[src/design/haptic_seq_regs.svh]
`ifndef HAPTIC_SEQ_REGS_SVH
`define HAPTIC_SEQ_REGS_SVH

// Register indices; byte address is four times the index
`define IDX_GO 8'h0c
`define IDX_SLOT_FIRST 8'h0f
`define IDX_SLOT_LAST 8'h16
`define IDX_REPEAT_1_TO_4 8'h17
`define IDX_REPEAT_5_TO_8 8'h18
`define IDX_STATUS 8'h1a

// Field positions
`define GO_BIT 0
`define SLOT_PAUSE_BIT 7
`define SLOT_CODE_MSB 6
`define REPEAT_FIELD_W 2

// Reset values
`define SLOT_RESET 8'h00
`define REPEAT_RESET 8'h00

// Sequencer constants
`define STOP_CODE 7'h00
`define FIRST_SLOT 3'h0
`define LAST_SLOT 3'h7
`define SLOT_COUNT 8

// Bus answers
`define RESP_OKAY 2'h0
`define RESP_SLVERR 2'h2
`define ADDR_IDX_MSB 9
`define ADDR_IDX_LSB 2

// Timing
`define MCLK_PERIOD_NS 100
`define PAUSE_UNIT_NS 10000000
`define PAUSE_UNIT_CYCLES (`PAUSE_UNIT_NS / `MCLK_PERIOD_NS)

`endif

[src/design/haptic_seq_pkg.sv]
package haptic_seq_pkg;

    typedef struct packed {
        logic awvalid;
        logic [11:0] awaddr;
        logic wvalid;
        logic [31:0] wdata;
        logic [3:0] wstrb;
        logic bready;
        logic arvalid;
        logic [11:0] araddr;
        logic rready;
    } axil_req_type;

    typedef struct packed {
        logic awready;
        logic wready;
        logic bvalid;
        logic [1:0] bresp;
        logic arready;
        logic rvalid;
        logic [31:0] rdata;
        logic [1:0] rresp;
    } axil_rsp_type;

    typedef struct packed {
        logic pause;
        logic [6:0] code;
    } slot_type;

    typedef enum logic [1:0] {
        S_IDLE,
        S_FETCH,
        S_EFFECT,
        S_PAUSE
    } seq_state_type;

endpackage

[src/design/pause_timer.sv]
`include "haptic_seq_regs.svh"

module pause_timer
    import haptic_seq_pkg::*;
#(
    parameter int UNIT_CYCLES = `PAUSE_UNIT_CYCLES
) (
    // Clock and reset
    input wire logic mclk,
    input wire logic rst_b,
    // Request
    input wire logic start,
    input wire logic [6:0] units,
    // Result
    output logic done
);

    logic [23:0] pre_reg, pre_next;
    logic [6:0] left_reg, left_next;
    logic run_reg, run_next;
    logic done_reg, done_next;
    logic tick;

    // Unit enable pulse from the divider
    assign tick = run_reg && (pre_reg == 24'(UNIT_CYCLES - 1));

    always_comb begin
        pre_next = pre_reg;
        left_next = left_reg;
        run_next = run_reg;
        done_next = 1'b0;
        if (start) begin
            pre_next = 24'h0;
            left_next = units;
            run_next = (units != `STOP_CODE);
            done_next = (units == `STOP_CODE);
        end else if (run_reg) begin
            pre_next = tick ? 24'h0 : pre_reg + 24'h1;
            if (tick) begin
                left_next = left_reg - 7'h1;
                if (left_reg == 7'h1) begin
                    run_next = 1'b0;
                    done_next = 1'b1;
                end
            end
        end
    end

    always_ff @(posedge mclk or negedge rst_b) begin
        if (!rst_b) begin
            pre_reg <= 24'h0;
            left_reg <= 7'h0;
            run_reg <= 1'b0;
            done_reg <= 1'b0;
        end else begin
            pre_reg <= pre_next;
            left_reg <= left_next;
            run_reg <= run_next;
            done_reg <= done_next;
        end
    end

    assign done = done_reg;

    // A one-unit idle does not end in its start cycle or the next
    property p_unit_len;
        @(posedge mclk) disable iff (!rst_b)
        (start && units == 7'h1) |-> !done_reg [*2];
    endproperty
    a_unit_len: assert property (p_unit_len)
        else $error("pause ended too early");

endmodule // pause_timer

[src/design/haptic_seq.sv]
// Functional notes
// - A slot with its pause bit set idles for 10 ms times its 7-bit value.
// - A slot with its pause bit clear plays its 7-bit value as an effect.
// - The effect identifier is passed on as the library index to play.
// - Setting the go bit starts playback at the first slot.
// - When a slot finishes, the next slot is fetched and played if non-zero.
// - The sequence ends at the first zero slot or after all eight slots.
// - An identifier of zero is a stop marker and plays nothing.
// - The eighth slot holds pause at bit 7 and value at 6:0, RW, reset 0.
// - Each slot is played its configured number of times before advancing.
// - A repeat field of n plays the slot n plus one times.
// - Repeats for slots 1 to 4 sit at bits 1-0 up to 7-6, RW, reset 0.
`include "haptic_seq_regs.svh"

module haptic_seq
    import haptic_seq_pkg::*;
#(
    parameter int PAUSE_CYCLES = `PAUSE_UNIT_CYCLES
) (
    // Clock and reset
    input wire logic mclk,
    input wire logic rst_b,
    // Register bus
    input wire axil_req_type bus_req,
    output axil_rsp_type bus_rsp,
    // Effect playback engine
    output logic effect_start,
    output logic [6:0] effect_index,
    input wire logic effect_done,
    // Status
    output logic seq_busy
);

    // Register store
    slot_type slot_reg [`SLOT_COUNT];
    slot_type slot_next [`SLOT_COUNT];
    logic [7:0] rep_lo_reg, rep_lo_next;
    logic [7:0] rep_hi_reg, rep_hi_next;

    // Bus state
    axil_rsp_type rsp_reg, rsp_next;
    logic aw_full_reg, aw_full_next;
    logic w_full_reg, w_full_next;
    logic [7:0] aw_idx_reg, aw_idx_next;
    logic aw_bad_reg, aw_bad_next;
    logic [7:0] w_data_reg, w_data_next;
    logic w_lane_reg, w_lane_next;
    logic wr_en, go_accept;

    // Sequencer state
    seq_state_type state_reg, state_next;
    logic [2:0] idx_reg, idx_next;
    logic [1:0] left_reg, left_next;
    logic start_reg, start_next;
    logic [6:0] index_reg, index_next;
    logic busy_reg, busy_next;
    logic pause_go, pause_done, slot_done;
    slot_type cur;

    function automatic logic [1:0] repeat_of(input logic [2:0] i,
                                             input logic [7:0] lo,
                                             input logic [7:0] hi);
        logic [15:0] all;
        all = {hi, lo};
        return all[{i, 1'b0} +: `REPEAT_FIELD_W];
    endfunction

    function automatic logic idx_ok(input logic [11:0] a);
        logic [7:0] i;
        i = a[`ADDR_IDX_MSB:`ADDR_IDX_LSB];
        return (a[11:10] == 2'h0) &&
               (i == `IDX_GO || i == `IDX_STATUS ||
                (i >= `IDX_SLOT_FIRST && i <= `IDX_REPEAT_5_TO_8));
    endfunction

    // Write port: address and data taken in either order
    assign wr_en = aw_full_reg && w_full_reg && !rsp_reg.bvalid;
    assign go_accept = wr_en && !aw_bad_reg && w_lane_reg &&
                       aw_idx_reg == `IDX_GO && w_data_reg[`GO_BIT] &&
                       state_reg == S_IDLE;

    always_comb begin
        rsp_next = rsp_reg;
        aw_full_next = aw_full_reg;
        w_full_next = w_full_reg;
        aw_idx_next = aw_idx_reg;
        aw_bad_next = aw_bad_reg;
        w_data_next = w_data_reg;
        w_lane_next = w_lane_reg;
        slot_next = slot_reg;
        rep_lo_next = rep_lo_reg;
        rep_hi_next = rep_hi_reg;
        if (bus_req.awvalid && rsp_reg.awready) begin
            aw_full_next = 1'b1;
            aw_idx_next = bus_req.awaddr[`ADDR_IDX_MSB:`ADDR_IDX_LSB];
            aw_bad_next = !idx_ok(bus_req.awaddr);
        end
        if (bus_req.wvalid && rsp_reg.wready) begin
            w_full_next = 1'b1;
            w_data_next = bus_req.wdata[7:0];
            w_lane_next = bus_req.wstrb[0];
        end
        if (wr_en) begin
            aw_full_next = 1'b0;
            w_full_next = 1'b0;
            rsp_next.bvalid = 1'b1;
            rsp_next.bresp = aw_bad_reg ? `RESP_SLVERR : `RESP_OKAY;
            if (!aw_bad_reg && w_lane_reg) begin
                if (aw_idx_reg >= `IDX_SLOT_FIRST &&
                    aw_idx_reg <= `IDX_SLOT_LAST) begin
                    slot_next[3'(aw_idx_reg - `IDX_SLOT_FIRST)] =
                        slot_type'(w_data_reg);
                end
                if (aw_idx_reg == `IDX_REPEAT_1_TO_4) begin
                    rep_lo_next = w_data_reg;
                end
                if (aw_idx_reg == `IDX_REPEAT_5_TO_8) begin
                    rep_hi_next = w_data_reg;
                end
            end
        end else if (rsp_reg.bvalid && bus_req.bready) begin
            rsp_next.bvalid = 1'b0;
        end
        rsp_next.awready = !aw_full_next;
        rsp_next.wready = !w_full_next;
        // Read port: one read at a time, answered the edge after address
        if (rsp_reg.rvalid && bus_req.rready) begin
            rsp_next.rvalid = 1'b0;
        end
        if (bus_req.arvalid && rsp_reg.arready) begin
            rsp_next.rvalid = 1'b1;
            rsp_next.rresp = `RESP_OKAY;
            rsp_next.rdata = 32'h0;
            if (!idx_ok(bus_req.araddr)) begin
                rsp_next.rresp = `RESP_SLVERR;
            end else begin
                case (bus_req.araddr[`ADDR_IDX_MSB:`ADDR_IDX_LSB])
                    `IDX_GO: rsp_next.rdata[`GO_BIT] = busy_reg;
                    `IDX_REPEAT_1_TO_4: rsp_next.rdata[7:0] = rep_lo_reg;
                    `IDX_REPEAT_5_TO_8: rsp_next.rdata[7:0] = rep_hi_reg;
                    `IDX_STATUS: rsp_next.rdata[7:0] =
                        {busy_reg, idx_reg, 2'(state_reg), left_reg};
                    default: rsp_next.rdata[7:0] = slot_reg[3'(
                        bus_req.araddr[`ADDR_IDX_MSB:`ADDR_IDX_LSB] -
                        `IDX_SLOT_FIRST)];
                endcase
            end
        end
        rsp_next.arready = !rsp_next.rvalid;
    end

    always_ff @(posedge mclk or negedge rst_b) begin
        if (!rst_b) begin
            rsp_reg <= '0;
            aw_full_reg <= 1'b0;
            w_full_reg <= 1'b0;
            aw_idx_reg <= 8'h0;
            aw_bad_reg <= 1'b0;
            w_data_reg <= 8'h0;
            w_lane_reg <= 1'b0;
            for (int i = 0; i < `SLOT_COUNT; i++) begin
                slot_reg[i] <= `SLOT_RESET;
            end
            rep_lo_reg <= `REPEAT_RESET;
            rep_hi_reg <= `REPEAT_RESET;
        end else begin
            rsp_reg <= rsp_next;
            aw_full_reg <= aw_full_next;
            w_full_reg <= w_full_next;
            aw_idx_reg <= aw_idx_next;
            aw_bad_reg <= aw_bad_next;
            w_data_reg <= w_data_next;
            w_lane_reg <= w_lane_next;
            slot_reg <= slot_next;
            rep_lo_reg <= rep_lo_next;
            rep_hi_reg <= rep_hi_next;
        end
    end

    // Slots are read live, so edits ahead of the walk take effect
    assign cur = slot_reg[idx_reg];
    assign pause_go = state_reg == S_FETCH && cur.code != `STOP_CODE &&
                      cur.pause;
    assign slot_done = (state_reg == S_EFFECT && effect_done) ||
                       (state_reg == S_PAUSE && pause_done);

    pause_timer #(
        .UNIT_CYCLES(PAUSE_CYCLES)
    ) u_pause (
        .mclk(mclk),
        .rst_b(rst_b),
        .start(pause_go),
        .units(cur.code),
        .done(pause_done)
    );

    always_comb begin
        state_next = state_reg;
        idx_next = idx_reg;
        left_next = left_reg;
        start_next = 1'b0;
        index_next = index_reg;
        case (state_reg)
            S_IDLE: begin
                if (go_accept) begin
                    state_next = S_FETCH;
                    idx_next = `FIRST_SLOT;
                    left_next = repeat_of(`FIRST_SLOT, rep_lo_reg,
                                          rep_hi_reg);
                end
            end
            S_FETCH: begin
                if (cur.code == `STOP_CODE) begin
                    state_next = S_IDLE;
                end else if (cur.pause) begin
                    state_next = S_PAUSE;
                end else begin
                    state_next = S_EFFECT;
                    start_next = 1'b1;
                    index_next = cur.code;
                end
            end
            S_EFFECT, S_PAUSE: begin
                if (slot_done) begin
                    state_next = S_FETCH;
                    if (left_reg != 2'h0) begin
                        left_next = left_reg - 2'h1;
                    end else if (idx_reg == `LAST_SLOT) begin
                        state_next = S_IDLE;
                    end else begin
                        idx_next = idx_reg + 3'h1;
                        left_next = repeat_of(idx_reg + 3'h1, rep_lo_reg,
                                              rep_hi_reg);
                    end
                end
            end
            default: state_next = S_IDLE;
        endcase
        busy_next = state_next != S_IDLE;
    end

    always_ff @(posedge mclk or negedge rst_b) begin
        if (!rst_b) begin
            state_reg <= S_IDLE;
            idx_reg <= `FIRST_SLOT;
            left_reg <= 2'h0;
            start_reg <= 1'b0;
            index_reg <= 7'h0;
            busy_reg <= 1'b0;
        end else begin
            state_reg <= state_next;
            idx_reg <= idx_next;
            left_reg <= left_next;
            start_reg <= start_next;
            index_reg <= index_next;
            busy_reg <= busy_next;
        end
    end

    assign bus_rsp = rsp_reg;
    assign effect_start = start_reg;
    assign effect_index = index_reg;
    assign seq_busy = busy_reg;

    property p_go_first;
        @(posedge mclk) disable iff (!rst_b)
        go_accept |=> state_reg == S_FETCH && idx_reg == `FIRST_SLOT;
    endproperty
    a_go_first: assert property (p_go_first)
        else $error("go did not start at first slot");

    property p_pause_silent;
        @(posedge mclk) disable iff (!rst_b)
        pause_go |=> state_reg == S_PAUSE && !start_reg;
    endproperty
    a_pause_silent: assert property (p_pause_silent)
        else $error("pause slot started an effect");

    property p_play_index;
        @(posedge mclk) disable iff (!rst_b)
        (state_reg == S_FETCH && !cur.pause && cur.code != `STOP_CODE)
            |=> start_reg && index_reg == $past(cur.code);
    endproperty
    a_play_index: assert property (p_play_index)
        else $error("effect index does not match slot");

    property p_stop_marker;
        @(posedge mclk) disable iff (!rst_b)
        (state_reg == S_FETCH && cur.code == `STOP_CODE)
            |=> state_reg == S_IDLE && !start_reg ##1 !start_reg;
    endproperty
    a_stop_marker: assert property (p_stop_marker)
        else $error("stop marker did not halt");

    property p_advance;
        @(posedge mclk) disable iff (!rst_b)
        (slot_done && left_reg == 2'h0 && idx_reg != `LAST_SLOT)
            |=> idx_reg == $past(idx_reg) + 3'h1 && state_reg == S_FETCH;
    endproperty
    a_advance: assert property (p_advance)
        else $error("slot did not advance");

    property p_last_ends;
        @(posedge mclk) disable iff (!rst_b)
        (slot_done && left_reg == 2'h0 && idx_reg == `LAST_SLOT)
            |=> state_reg == S_IDLE ##1 !busy_reg;
    endproperty
    a_last_ends: assert property (p_last_ends)
        else $error("sequence ran past last slot");

    property p_repeat;
        @(posedge mclk) disable iff (!rst_b)
        (slot_done && left_reg != 2'h0)
            |=> $stable(idx_reg) && left_reg == $past(left_reg) - 2'h1;
    endproperty
    a_repeat: assert property (p_repeat)
        else $error("repeat count not honoured");

    property p_reload;
        @(posedge mclk) disable iff (!rst_b)
        $changed(idx_reg) && busy_reg |->
            left_reg == repeat_of(idx_reg, rep_lo_reg, rep_hi_reg);
    endproperty
    a_reload: assert property (p_reload)
        else $error("repeat counter not reloaded");

    property p_slot8_write;
        @(posedge mclk) disable iff (!rst_b)
        (wr_en && !aw_bad_reg && w_lane_reg && aw_idx_reg == `IDX_SLOT_LAST)
            |=> slot_reg[`LAST_SLOT] == $past(w_data_reg);
    endproperty
    a_slot8_write: assert property (p_slot8_write)
        else $error("eighth slot write lost");

endmodule // haptic_seq

[config.mk]
export PLATFORM = sky130hd
export DESIGN_NAME = haptic_seq
export DESIGN_NICKNAME = d
export VERILOG_FILES = /design/src/design/haptic_seq_pkg.sv /design/src/design/pause_timer.sv /design/src/design/haptic_seq.sv
export VERILOG_INCLUDE_DIRS = /design/src /design/src/design
export SDC_FILE = /design/constraint.sdc
export NUM_CORES = 1
export LEC_CHECK = 0
export ABC_AREA = 1
export CAP_MARGIN = 20
export CORE_ASPECT_RATIO = 1.75
export CORE_MARGIN = 5
export CORE_UTILIZATION = 55
export CTS_CLUSTER_DIAMETER = 150
export CTS_CLUSTER_SIZE = 40
export DETAILED_ROUTE_END_ITERATION = 16
export DONT_BUFFER_PORTS = 1
export PLACE_DENSITY = 0.73
export SYNTH_ARGS = -nofsm -noshare
export SYNTH_HDL_FRONTEND = slang
export SYNTH_SLANG_ARGS = --single-unit
[constraint.sdc]
create_clock -name mclk -period 1.8 [get_ports mclk]
set_input_delay 0.36 -clock mclk [delete_from_list [all_inputs] [get_ports mclk]]
set_output_delay 0.36 -clock mclk [all_outputs]
set_load 0.02 [all_outputs]
### Word level (Yosys, flattened, before mapping)

Index checks and enable logic that the tools add are counted.
Widths: inputs -> output; s select.

* register bits after elaboration: 166
* bits of input ports: 68
* logic and storage cells: 194

* add/sub/neg operators: 6
* magnitude comparators: 10
* eq/ne operators: 20
* shift operators: 1
* muxes and demuxes: 56
* bitwise logic cells: 5
* reductions and logical operators: 54

Operators with widths (count)
* $mux 24: 3
* $bwmux 64: 1
* $bmux 8 s3: 2
* $eq 8x5->1 const B: 6
* $mux 8: 6
* $mux 35: 1
* $pmux 7 s4: 1
* $add 24x1->24 const B: 1
* $demux 8 s3: 1
* $eq 24x17->1 const B: 1
* $eq 8x4->1 const B: 3
* $ge 8x4->1 const B: 3
* $le 8x5->1 const B: 3
* $logic_and 1x1->1: 24
* $mux 1: 21
* $mux 7: 3
* $mux 2: 9
* $shiftx 16x5->2: 1
* $ge 4x4->1 const B: 3
* $mux 3: 4
* $not 3->4: 3
* $reduce_and 3->1: 4
* $reduce_bool 2->1: 6
* $ne 2x2->1 const B: 4
* 24 further kinds: 38

### Depth between registers and ports, before layout

* depth after elaboration: 10
* mapped depth: 15

### Cells and area by module

From an unflattened synthesis, not the netlist that was laid out.

* cells, all modules: 1271
* area total of the unflattened synthesis: 9435.3 µm²

By module, submodules not included
* haptic_seq: instances 1, cells an instance 954, area each 7295.7 µm², seq. area each 3278.1 µm²
* pause_timer: instances 1, cells an instance 317, area each 2139.6 µm², seq. area each 825.8 µm²

### Worst setup path after synthesis

Ideal clock, no wire load.

* kind: input port to flip-flop
* start point: input bus_req[3] in the netlist's numbering
* end point: register rsp_reg (netlist bit bus_rsp[9])
* setup time: 124 ps
* arrival: 2217 ps
* data required time: 1676 ps
* setup slack: -540 ps
* stages on the path: 12
* path buffers: 4
* cell sequence: clkbuf_1 > inv_1 > clkbuf_1 > ha_1 > clkbuf_1 > inv_2 > clkbuf_1 > o21ai_0 > a21oi_1 > o21ai_0 > o211ai_1 > nand2_1

* word-level cells in the longest chain between the ends: 7

RTL lines
* start, declared: RTL line haptic_seq.sv:24 `input wire axil_req_type bus_req,`
* $sub 3x3->3 (no line)
* $not 3->4: RTL line haptic_seq.sv:143 `default: rsp_next.rdata[7:0] = slot_reg[3'(`
* $bmux 8 s3: RTL line haptic_seq.sv:143
* $mux 8 (2 in a row): RTL line haptic_seq.sv:143
* $pmux 7 s4: RTL line haptic_seq.sv:137 `` case (bus_req.araddr[`ADDR_IDX_MSB:`ADDR_IDX_LSB]) ``
* $mux 8 (*): RTL line haptic_seq.sv:134 `if (!idx_ok(bus_req.araddr)) begin`
* end signal, assigned: RTL line haptic_seq.sv:167 `rsp_reg <= rsp_next;`
* end, declared: RTL line haptic_seq.sv:41 `axil_rsp_type rsp_reg, rsp_next;`

Mark *: on every way between the ends. The rest lies on a longest branch, timed or not. The select of a mux whose other input is x is not followed.
A chain may end at the register's enable or synchronous reset.

### Worst setup path in the final report

* start point: register idx_reg[0]
* end point: register u_pause.pre_reg[4]

* word-level cells in the longest chain between the ends: 8

RTL lines
* start, declared: RTL line haptic_seq.sv:52 `logic [2:0] idx_reg, idx_next;`
* start signal, assigned: RTL line haptic_seq.sv:245 `` idx_reg <= `FIRST_SLOT; ``
* start signal, assigned: RTL line haptic_seq.sv:252 `idx_reg <= idx_next;`
* $not 3->4 (not written as such) (*): RTL line haptic_seq.sv:181 `assign cur = slot_reg[idx_reg];`
* $bmux 8 s3 (*): RTL line haptic_seq.sv:181
* $mux 8 (not written as such) (*) (2 in a row): RTL line haptic_seq.sv:181
* $reduce_bool 7->1 (no line)
* $logic_and 1x1->1 (no line)
* $logic_and 1x1->1 (*): RTL line haptic_seq.sv:182 `` assign pause_go = state_reg == S_FETCH && cur.code != `STOP_CODE && ``
* $mux 24 / $reduce_bool 2->1 (equally long branches)
* end signal, assigned: RTL line pause_timer.sv:56 `pre_reg <= pre_next;`
* end, declared: RTL line pause_timer.sv:18 `logic [23:0] pre_reg, pre_next;`

Marks and branches as above.

==> results.py <==
metrics = {
    "worst_setup_path": {
        "cp_num_buf_inv": 2,
        "slowest_stage": "dfrtp_4",
        "worstPathRequired_ps": 2170,
        "cp_max_fo": 28,
        "crit_chain": "clkbuf_16, o211ai_1, nand2_1, nand2_2, nand2_4, nor2_4, nand2_4, nand3_4, buf_12, nand3_1, nand2_1",
        "crit_arrival_ps": 2460,
        "crit_family": "simple AND/OR/NAND/NOR gates",
        "startpoint_type": "register",
        "max_stage_delay_ps": 580,
        "crit_path_start": "idx_reg[0]$_DFFE_PN0P_",
        "crit-reg2reg-launch": "idx_reg[0]$_DFFE_PN0P_",
        "critPathKind": "reg2reg",
        "end_kind": "register",
    },
    "detailed_routing": {
        "firstDrtPassIters": 6,
        "via_per_inst": 5.85,
        "finalWirelength_mm": 30.3,
        "drc": 0,
        "ant_nets": 0,
        "vias": 9322,
        "drt-wirelength-per-cell_um": 19.0,
        "drt_iter0_drc": 868,
    },
    "layout": {
        "final_nets": 1432,
        "diodes": 0,
        "fillers": 1298,
        "fin_cells": 1593,
        "drive_above_1_share": 0.225,
        "largest_reg_flops": 64,
        "fin_area_sq_um": 11900,
        "area_growth_pct": 26.4,
    },
    "clocking": {
        "cts_max_level": 4,
        "cts_root_buf": "clkbuf_16",
        "clkLatencyLatePin_ps": 440,
        "cts_buffers": 17,
        "cts_buffer_depth": 2,
        "tritoncts": "built",
        "clkTransAtPathRegs_ps": 70,
        "cts.sinks": 164,
    },
    "sta": {
        "worst_slack_ps": -290,
        "rsz0062_at_grt": "yes",
        "slew_viol_final": 0,
        "finalHoldViolations": 164,
        "fmax_ghz": 0.479,
        "tns_ps": -13370,
        "tightest_slew_ps": 838,
        "finalCritPeriodShare": 1.16,
        "maxSlewHeadroom": 0.441,
        "finClkSkew_ps": 11.4,
        "holdWs_ps": -387,
        "finalCriticalPeriod_ps": 2090,
        "setup_viol": 97,
    },
    "synth": {
        "synth_area_sq_um": 9440,
        "yosys-top-cells-count": "nand2_1 (328), dfrtp_1 (164), o21ai_0 (161), inv_1 (145), nand3_1 (113)",
        "yosysMostFrequentCell": "nand2_1",
        "syn_area_per_cell_sq_um": 7.41,
        "synth_top_flop_cell": "dfrtp_1",
        "synth_cell_types": 39,
        "synth.ff_latch_count": 164,
        "synth-edff-count": 0,
        "synth_top_area_frac": 0.435,
        "ys_top_cells_by_area": "dfrtp_1 (43%), nand2_1 (13%), o21ai_0 (8.5%)",
        "ys_warn_count": 0,
        "synthArstFlopShare": 1.00,
        "ys_seq_area_frac": 0.435,
        "yosysTopAreaCell": "dfrtp_1",
        "syn-instance-count": 1274,
    },
    "global_routing": {
        "grt_overflow": 0,
        "grtUsageTotal": 0.276,
        "grt_pass1_wl_mm": 42.8,
        "antenna_found_initial": 1,
        "first_global_vias": 8612,
        "grt_max_degree": 165,
    },
    "pwr": {
        "power_density_nw_per_um2": 916,
        "leakage_nw": 5.56,
        "finalPower_mw": 10.9,
        "ir_worst_vdd_uv": 675,
    },
    "floorplan": {
        "die_height_um": 183,
        "start_util": 0.557,
        "die_w_um": 109,
        "coreArea_sq_um": 16900,
        "num_rows": 63,
        "floorplan.io_pins": 118,
        "die_area_sq_um": 20000,
    },
    "place": {
        "gp_congestion": 0.929,
        "dpl_cell_area_sq_um": 10100,
        "io_buffers": 0,
        "place_hpwl_mm": 19.0,
        "dp_cells": 1531,
    },
    "flow_run": {
        "maxCapViolCount": 0,
    },
    "status": {
        "outcome": "finished, violations left",
        "violations": "hold timing, setup timing",
    },
    "hold_path": {
        "min_path_type": "in2async",
    },
}
final timing paths:
check,endpoint,slack (ps),cells after the start
worst max-delay path,u_pause.pre_reg[4]$_DFFE_PN0P_,-290,11
max in group asynchronous,u_pause.run_reg$_DFF_PN0_,1970,0
worst max register to register,u_pause.pre_reg[4]$_DFFE_PN0P_,-290,11
worst min-delay path,bus_rsp[2]$_DFFE_PN0P_,-390,0
min in group mclk,bus_rsp[38]$_DFFE_PN0P_,10,1
worst min register to register,slot_reg[53]$_DFFE_PN0P_,500,2
layout make-up:
| type | instances | area [sq um] | share of cell area |
|---|---|---|---|
| clock buffer | 19 | 433 | 0.0363 |
| timing repair buffer | 118 | 1300 | 0.109 |
| timing repair inverter | 1 | 16.3 | 0.00136 |
| sequential | 164 | 4110 | 0.344 |
| inverter | 149 | 584 | 0.0489 |
| multi-input combinational | 902 | 5060 | 0.424 |
| clock inverter | 13 | 150 | 0.0126 |
| tap | 227 | 284 | 0.0238 |
kinds of logic (layout without fill, tap and decap cells):
kind of cell	after synthesis	count (layout)	share of synthesized area
and+or+nand+nor	588	588	0.268
buffers and inverters	233	300	0.115
AOI/OAI and AO/OA	251	251	0.143
adders and majority gates	11	11	0.0146
xor gates and xnor gates	26	26	0.0241
other	1	26	0.000397
DFF	164	164	0.435
metrics by stage:
step / hold WS [ps] / util / worst slack (ps)
6_report: -387 / 0.705 / -290
3_5_place_dp: 70.3 / 0.599 / -242
5_1_grt: -402 / 0.705 / -407
4_1_cts: -388 / 0.638 / -146
3_3_place_gp: 69.3 / 0.599 / -201
2_1_floorplan: 64.4 / - / -53.6
cell usage in the layout (no fill, tap or decap), drive strengths merged:
cell	instances
clkinvlp	2
conb	26
nand3b	10
nand4	22
o21ai	164
or2	1
nor3	15
o22ai	5
a21oi	56
buf	109
ha	11
nand2	330
a221oi	1
nor2	87
and3	1
o2111ai	2
xnor2	5
xor2	21
clkinv	10
dfrtp	164
o21bai	1
bufinv	2
o2111a	1
o221ai	1
clkbuf	28
o21a	1
nor4	8
inv	149
o211ai	19
nand3	114
power breakdown:
| group | leakage, nW | internal, mW | switching (mW) | total (mW) |
|---|---|---|---|---|
| combinational | 3.07 | 1.02 | 2.00 | 3.03 |
| sequential | 2.21 | 3.97 | 0.280 | 4.25 |
| clock | 0.279 | 2.06 | 1.59 | 3.66 |
repair_timing:
item	in CTS	in global routing
pin swaps	7	15
cloned	0	12
endpoints found under the hold margin	164	164
endpoints found under the setup margin	47	118
resized for setup	19	252
setup buffers	3	15
layer usage:
layer / track usage / part of all wire / up-vias
li1: - / - / 4266
met1: 0.311 / 0.34 / 4425
met2: 0.471 / 0.52 / 482
met3: 0.0447 / 0.073 / 147
met4: 0.184 / 0.075 / 2
met5: 0 / 0.00046 / -
Power figures use the tool's default switching activity.
